### src/nas_pkg.sv
package nas_pkg;
	localparam int CLK_KHZ    = 40000;
	localparam int STARTUP_MS = 500;
	localparam int STARTUP_CYC = STARTUP_MS * CLK_KHZ;
	localparam int STARTUP_W  = 25;
	localparam int ADDR_W     = 7;
	localparam int SW_W       = 4;
	localparam int N_IN       = 6;
	localparam int FUNC_W     = 3;
	localparam int N_OUT      = 3;
	localparam int STEP_IN    = 0;
	localparam logic [3:0] SW_NV_HI = 4'h8;
	localparam logic [3:0] SW_SUB_LO = 4'h9;
	localparam logic [ADDR_W-1:0] ADDR_RST = 7'h00;
	localparam logic [3:0] SW_RST = 4'h0;

	typedef enum logic [2:0] {
		RATE_1M,
		RATE_500K,
		RATE_250K,
		RATE_125K,
		RATE_50K,
		RATE_20K
	} nas_rate_e;

	localparam logic [1:0] CODE_FAULT = 2'h0;
	localparam logic [1:0] CODE_IDLE  = 2'h1;
	localparam logic [1:0] CODE_BUSY  = 2'h2;
	localparam logic [1:0] CODE_REF   = 2'h3;

	localparam logic [2:0] FN_NONE    = 3'h0;
	localparam logic [2:0] FN_LIM_POS = 3'h1;
	localparam logic [2:0] FN_LIM_NEG = 3'h2;
	localparam logic [2:0] FN_ENABLE  = 3'h3;
	localparam logic [2:0] FN_REF     = 3'h4;

	function automatic logic sw_uses_nv(input logic [3:0] sw);
		return sw[2:0] == 3'h0;
	endfunction

	function automatic logic [ADDR_W-1:0] sw_to_addr(input logic [3:0] sw,
		input logic [ADDR_W-1:0] nv);
		logic [3:0] a;
		a = (sw >= SW_SUB_LO) ? sw - SW_NV_HI : sw;
		return sw_uses_nv(sw) ? nv : {3'h0, a};
	endfunction

	function automatic nas_rate_e rate_pick(input logic [3:0] sw, input logic canopen,
		input logic [2:0] nv);
		nas_rate_e r;
		r = (nv > 3'(RATE_20K)) ? RATE_1M : nas_rate_e'(nv);
		return (sw == 4'h0 && canopen) ? RATE_1M : r;
	endfunction
endpackage

### src/nas_cfg_if.sv
`timescale 1ns/10ps
`default_nettype none
interface nas_cfg_if;
	logic                          take;
	logic [nas_pkg::SW_W-1:0]      sw_raw;
	logic [nas_pkg::ADDR_W-1:0]    nv_addr;
	logic [2:0]                    nv_rate;
	logic                          canopen;
	logic [nas_pkg::SW_W-1:0]      sw_held;
	logic [nas_pkg::ADDR_W-1:0]    node_address;
	nas_pkg::nas_rate_e            bit_rate;
	logic                          valid;

	modport top (
		output take,
		output sw_raw,
		output nv_addr,
		output nv_rate,
		output canopen,
		input  sw_held,
		input  node_address,
		input  bit_rate,
		input  valid
	);
	modport latch (
		input  take,
		input  sw_raw,
		input  nv_addr,
		input  nv_rate,
		input  canopen,
		output sw_held,
		output node_address,
		output bit_rate,
		output valid
	);
endinterface
`default_nettype wire

### src/nas_cfg_latch.sv
`timescale 1ns/10ps
`default_nettype none
module nas_cfg_latch (
	input  wire logic i_clk_sys,
	input  wire logic i_rst,
	nas_cfg_if.latch  cfg
);
	always_ff @(posedge i_clk_sys or posedge i_rst)
	begin
		if (i_rst)
		begin
			cfg.sw_held      <= nas_pkg::SW_RST;
			cfg.node_address <= nas_pkg::ADDR_RST;
			cfg.bit_rate     <= nas_pkg::RATE_1M;
			cfg.valid        <= 1'b0;
		end
		else if (cfg.take && !cfg.valid)
		begin
			cfg.sw_held      <= cfg.sw_raw;
			cfg.node_address <= nas_pkg::sw_to_addr(cfg.sw_raw, cfg.nv_addr);
			cfg.bit_rate     <= nas_pkg::rate_pick(cfg.sw_raw, cfg.canopen, cfg.nv_rate);
			cfg.valid        <= 1'b1;
		end
	end
endmodule
`default_nettype wire

### src/nas_top.sv
`timescale 1ns/10ps
`default_nettype none
module nas_top #(
	parameter int STARTUP_CYC = nas_pkg::STARTUP_CYC
) (
	input  wire logic                         i_clk_sys,
	input  wire logic                         i_rst,
	input  wire logic [nas_pkg::SW_W-1:0]     i_rot_sw,
	input  wire logic [nas_pkg::ADDR_W-1:0]   i_nv_addr,
	input  wire logic [2:0]                   i_nv_rate,
	input  wire logic                         i_canopen,
	input  wire logic [nas_pkg::N_IN-1:0]     i_din,
	input  wire logic [nas_pkg::N_IN-1:0]     i_din_act_high,
	input  wire logic [nas_pkg::N_IN*nas_pkg::FUNC_W-1:0] i_din_func,
	input  wire logic                         i_clkdir_mode,
	input  wire logic                         i_rot_err,
	input  wire logic                         i_busy,
	input  wire logic                         i_ref_reached,
	input  wire logic                         i_overtemp,
	input  wire logic                         i_fault,
	input  wire logic [nas_pkg::N_OUT-1:0]    i_out_prog_en,
	input  wire logic [nas_pkg::N_OUT-1:0]    i_out_prog_val,
	output logic [nas_pkg::ADDR_W-1:0]        o_node_address,
	output nas_pkg::nas_rate_e                o_bit_rate,
	output logic [nas_pkg::SW_W-1:0]          o_sw_held,
	output logic                              o_cfg_valid,
	output logic [nas_pkg::N_IN-1:0]          o_din_active,
	output logic                              o_lim_pos,
	output logic                              o_lim_neg,
	output logic                              o_enable,
	output logic                              o_ref_in,
	output logic                              o_step_clk,
	output logic                              o_startup,
	output logic [nas_pkg::N_OUT-1:0]         o_stat_active,
	output logic [nas_pkg::N_OUT-1:0]         o_stat_o,
	output logic [nas_pkg::N_OUT-1:0]         o_stat_oe
);
	typedef enum logic [1:0] {
		ST_SAMPLE,
		ST_STARTUP,
		ST_RUN
	} nas_state_e;

	nas_state_e                    state_reg;
	logic [nas_pkg::STARTUP_W-1:0] start_cnt_reg;
	logic [nas_pkg::N_IN-1:0]      act_reg;
	logic [nas_pkg::N_OUT-1:0]     stat_reg;
	logic [nas_pkg::N_OUT-1:0]     stat_next;
	logic [nas_pkg::N_IN-1:0]      act_next;
	logic                          lim_pos_next;
	logic                          lim_neg_next;
	logic                          enable_next;
	logic                          ref_next;
	logic [1:0]                    code_next;

	localparam logic [nas_pkg::STARTUP_W-1:0] START_LAST =
		nas_pkg::STARTUP_W'(STARTUP_CYC - 1);

	nas_cfg_if cfg ();

	assign cfg.take    = (state_reg == ST_SAMPLE);
	assign cfg.sw_raw  = i_rot_sw;
	assign cfg.nv_addr = i_nv_addr;
	assign cfg.nv_rate = i_nv_rate;
	assign cfg.canopen = i_canopen;

	nas_cfg_latch u_latch (
		.i_clk_sys (i_clk_sys),
		.i_rst     (i_rst),
		.cfg       (cfg)
	);

	assign o_bit_rate     = cfg.bit_rate;
	assign o_node_address = cfg.node_address;
	assign o_sw_held      = cfg.sw_held;
	assign o_cfg_valid    = cfg.valid;

	always_ff @(posedge i_clk_sys or posedge i_rst)
	begin
		if (i_rst)
		begin
			state_reg <= ST_SAMPLE;
		end
		else
		begin
			case (state_reg)
				ST_SAMPLE:
				begin
					state_reg <= ST_STARTUP;
				end
				ST_STARTUP:
				begin
					if (start_cnt_reg == START_LAST)
					begin
						state_reg <= ST_RUN;
					end
				end
				default:
				begin
					state_reg <= ST_RUN;
				end
			endcase
		end
	end

	always_ff @(posedge i_clk_sys or posedge i_rst)
	begin
		if (i_rst)
		begin
			start_cnt_reg <= '0;
		end
		else if (state_reg == ST_STARTUP && start_cnt_reg != START_LAST)
		begin
			start_cnt_reg <= start_cnt_reg + 1'b1;
		end
	end

	assign o_startup = (state_reg != ST_RUN);

	// input conditioning and function routing
	always_comb
	begin
		logic [2:0] fn;
		fn           = nas_pkg::FN_NONE;
		act_next     = ~(i_din ^ i_din_act_high);
		lim_pos_next = 1'b0;
		lim_neg_next = 1'b0;
		enable_next  = 1'b0;
		ref_next     = 1'b0;
		for (int i = 0; i < nas_pkg::N_IN; i++)
		begin
			fn = i_din_func[i*nas_pkg::FUNC_W +: nas_pkg::FUNC_W];
			if (i_clkdir_mode && i == nas_pkg::STEP_IN)
			begin
				fn = nas_pkg::FN_NONE;
			end
			if (act_next[i])
			begin
				case (fn)
					nas_pkg::FN_LIM_POS: lim_pos_next = 1'b1;
					nas_pkg::FN_LIM_NEG: lim_neg_next = 1'b1;
					nas_pkg::FN_ENABLE:  enable_next = 1'b1;
					nas_pkg::FN_REF:     ref_next = 1'b1;
					default:             ;
				endcase
			end
		end
	end

	always_ff @(posedge i_clk_sys or posedge i_rst)
	begin
		if (i_rst)
		begin
			act_reg    <= '0;
			o_lim_pos  <= 1'b0;
			o_lim_neg  <= 1'b0;
			o_enable   <= 1'b0;
			o_ref_in   <= 1'b0;
			o_step_clk <= 1'b0;
		end
		else
		begin
			act_reg    <= act_next;
			o_lim_pos  <= lim_pos_next;
			o_lim_neg  <= lim_neg_next;
			o_enable   <= enable_next;
			o_ref_in   <= ref_next;
			o_step_clk <= i_clkdir_mode & act_next[nas_pkg::STEP_IN];
		end
	end

	assign o_din_active = act_reg;

	// status encoding
	always_comb
	begin
		if (i_rot_err || lim_pos_next || lim_neg_next)
		begin
			code_next = nas_pkg::CODE_FAULT;
		end
		else if (i_ref_reached)
		begin
			code_next = nas_pkg::CODE_REF;
		end
		else if (i_busy)
		begin
			code_next = nas_pkg::CODE_BUSY;
		end
		else
		begin
			code_next = nas_pkg::CODE_IDLE;
		end
		stat_next = {i_overtemp | i_fault | o_startup, code_next};
		if (i_canopen)
		begin
			stat_next = '0;
		end
		for (int k = 0; k < nas_pkg::N_OUT; k++)
		begin
			if (i_out_prog_en[k])
			begin
				stat_next[k] = i_out_prog_val[k];
			end
		end
	end

	always_ff @(posedge i_clk_sys or posedge i_rst)
	begin
		if (i_rst)
		begin
			stat_reg <= '0;
		end
		else
		begin
			stat_reg <= stat_next;
		end
	end

	assign o_stat_active = stat_reg;
	assign o_stat_o      = '0;
	assign o_stat_oe     = stat_reg;
endmodule
`default_nettype wire

### config.mk
export PLATFORM = sky130hd
export DESIGN_NAME = nas_top
export DESIGN_NICKNAME = d
export VERILOG_FILES = /design/src/nas_pkg.sv /design/src/nas_cfg_if.sv /design/src/nas_cfg_latch.sv /design/src/nas_top.sv
export SDC_FILE = /design/constraint.sdc
export NUM_CORES = 1
export LEC_CHECK = 0
export BUFFER_PORTS_ARGS = -buffer_cell sky130_fd_sc_hd__buf_2
export CORE_ASPECT_RATIO = 0.6
export CORE_MARGIN = 8
export CORE_UTILIZATION = 40
export DETAILED_ROUTE_END_ITERATION = 16
export PLACE_DENSITY_LB_ADDON = 0.05
export SLEW_MARGIN = 5
export SYNTH_ARGS = -nofsm -noshare
export SYNTH_HDL_FRONTEND = slang
export SYNTH_HIERARCHICAL = 1
export SYNTH_SLANG_ARGS = --single-unit
### constraint.sdc
create_clock -name i_clk_sys -period 4.21 [get_ports i_clk_sys]
set_input_delay 0.2105 -clock i_clk_sys [delete_from_list [all_inputs] [get_ports i_clk_sys]]
set_output_delay 0.2105 -clock i_clk_sys [all_outputs]
set_load 0.01 [all_outputs]
==> run metrics <==
status complete, no violations; main combinational cell family by area after synthesis simple AND/OR/NAND/NOR gates; initial antenna violation count 0; DRC viols 0; setup TNS 0 ps; worst skew pair latency 290 ps; GRT busiest layer met2; final WL 6590 um; first-pass GRT wire length 10300 um; hpwl dp 5250 um; Largest register FFs 25; vias 2163; num ports 95; synth unique cells 49; Pwr Density 324 mW/mm^2; Setup Fix Bufs, Post-CTS 0; post-synthesis mux area share 2.03%; global routing usage on met3 4.69%; Storage cell area 0.00140 sq mm; CP Capture Type flip-flop; WL/cell 15.0 um; Worst-path clk slew 70 ps; Yosys warning count 6; RSZ-0062 raised after global routing no; post-synthesis cell count 257; worst reg2reg path depth 5; GR Overflow Total 0; share of layout cells above drive strength 1 33.6%; Row Count 23; core footprint 0.00668 sq mm; Slew @ Worst Pin 579 ps; Highest Clock Rate 546 MHz; DR iter-0 viols 104; largest net degree at the start of global routing 42; setup ws final 2380 ps; reg2reg setup slack 2380 ps; EDFF count, synth 0; Max H-tree Level 2; total power 1.11 mW; Mapped Area 0.00277 sq mm; RR Endpoint start_cnt_reg[1]; vias in the first global route 2106; critical path required time 4380 ps; max_cap viols 0; drt via density 4.94; adder-cell share of the synthesized area 0.452%; GRT Overall Usage 13.3%; Die X 123 um; post-place setup slack 2400 ps; Initial DRT Pass Iterations 4; Gates resized, CTS repair 0; Hold Path Class in2reg; endpoints failing hold 0; Setup violations, final 0; Final period util 43.5%; Starting Density 41.5%; FF+latch count, synth 56; hold path startpoint i_out_prog_en[2]; RR Startpoint start_cnt_reg[0]; Seq/Total Area, Yosys 50.6%; clk buf depth 2; clk root buf clkbuf_16; Arr. time, crit path 2000 ps; simple-gate share of the synthesized area 25.4%; Setup CP Type reg2reg; Leak 1.62 nW; die height 80.4 um; GPL Wtd Cong 0.810; Area Overhead vs Synth 24.1%; Pins Over Slew Limit 0; Fillers 630; synthesized area per cell 10.8 sq um; skew final 3.73 ps; met2 Track Usage GR 19.0%; Compound-Gate Fraction of Synth Area 7.50%; Die ar. 0.00992 sq mm; CP Max Fanout 10; post-layout min period 1830 ps; Routed Antenna Nets 0; ys async rst share 100%; Post-synth top flop dfrtp_1; clock sinks 56; WHS Endpoint o_stat_active[2]; Ant. Diodes 0; CP startpoint kind flip-flop; CTS Buf Count 5; number of I/O port buffers 91; hold path depth 2; XOR/XNOR Fraction of Synth Area 9.49%; combined area of the multi-input logic cells 0.00125 sq mm; Peak VDD IR 0.154 mV; routing usage on met1 18.4%; Rel. slew slack 61.4%; CTS tree built; nets 410
==> metrics by stage <==
step	std cells	utilization, %	hold WS [ps]	area (sq um)
2_1_floorplan	259	-	112	2780
4_1_cts	438	51.4	105	3430
3_3_place_gp	429	49.0	311	3270
6_report	438	51.4	118	3430
3_5_place_dp	429	49.0	323	3270
5_1_grt	438	51.4	103	3430
==> how the worst max path moves through the flow <==
| stage | depth (start not counted) | slack [ps] | from | to |
|---|---|---|---|---|
| floorplan | 5 | 2580 | start_cnt_reg[0] | start_cnt_reg[1] |
| global placement | 5 | 2450 | start_cnt_reg[0] | start_cnt_reg[1] |
| detailed placement | 5 | 2400 | start_cnt_reg[0] | start_cnt_reg[1] |
| CTS | 5 | 2380 | start_cnt_reg[0] | start_cnt_reg[1] |
| global route | 5 | 2260 | start_cnt_reg[0] | start_cnt_reg[1] |
| finish | 5 | 2380 | start_cnt_reg[0] | start_cnt_reg[1] |
==> placed cells by master (no fill, tap or decap), drive strengths merged, types with 2 or more instances in the layout <==
cell type and n:
o41ai 2, a31oi 4, dfrtp 56, nand2b 2, and3 4, mux2 5
a22oi 2, and4 4, conb 3, nand4b 3, or4b 2, nand4 12
xor2 8, o21ai 10, buf 92, nor4b 4, nor2 17, nor4 4
nand2 28, nand3b 3, xnor2 22, inv 13, nand3 18, nor3 8
a21oi 4, o31ai 2, clkbuf 7
==> synthesized netlist by cell type, types with 2 or more instances <==
cell type	number	area (sq um)
o41ai_2	2	32.5
nor4_4	2	42.5
dfrtp_1	56	1400
nand4b_1	3	26.3
mux2_2	4	45.0
and4_1	3	26.3
o21ai_0	8	40.0
and3_1	4	25.0
xor2_1	8	70.1
nor4b_1	4	35.0
inv_1	13	48.8
a21oi_1	4	20.0
o21ai_1	2	10.0
nand2_1	28	105
buf_6	2	22.5
nand3_1	16	80.1
nor3_1	7	35.0
nor4_1	2	12.5
a22oi_1	2	15.0
nand4_1	12	75.1
or4b_1	2	20.0
nor2_1	16	60.1
nand3b_1	3	22.5
xnor2_1	22	193
buf_4	6	45.0
a31oi_1	3	18.8
==> layout make-up <==
class | instances | area share [%]
Clock buffer | 7 | 4.15
Clock inverter | 1 | 0.219
Inverter | 13 | 1.42
Sequential cell | 56 | 40.8
Tap cell | 87 | 3.17
Timing Repair Buffer | 93 | 13.8
Multi-Input combinational cell | 181 | 36.5
==> critical path: stages, from the launching register on <==
cell     delay, ps
dfrtp_1        400
ha_1           240
nand4_1        290
nor2_4         260
a31oi_4        180
mux2_1         350
==> metal layers <==
metal	routed length (um)	share of wire, %
met1	3200	49
met2	2800	42
met3	500	7.6
met4	89	1.4
met5	0	0
==> report_power, final <==
group	total [mW]	internal, mW	switching [mW]
Sequential	0.565	0.558	0.00672
Clock	0.417	0.237	0.180
Combinational	0.133	0.0562	0.0770
Total	1.11	0.851	0.263
==> cells by family after synthesis <==
family / Yosys count
xor+xnor: 30
compound gates: 27
buf+inv: 22
mux: 5
other cells: 1
simple gates: 115
flops: 56
fa+ha+maj: 1
==> timing repair <==
| action | in CTS | in global routing |
|---|---|---|
| hold endpoints to repair | 1 | 0 |
| endpoints found under the setup margin | 0 | 0 |
| hold buffers | 1 | 0 |
No activity file was read; power rests on OpenSTA's default activity.
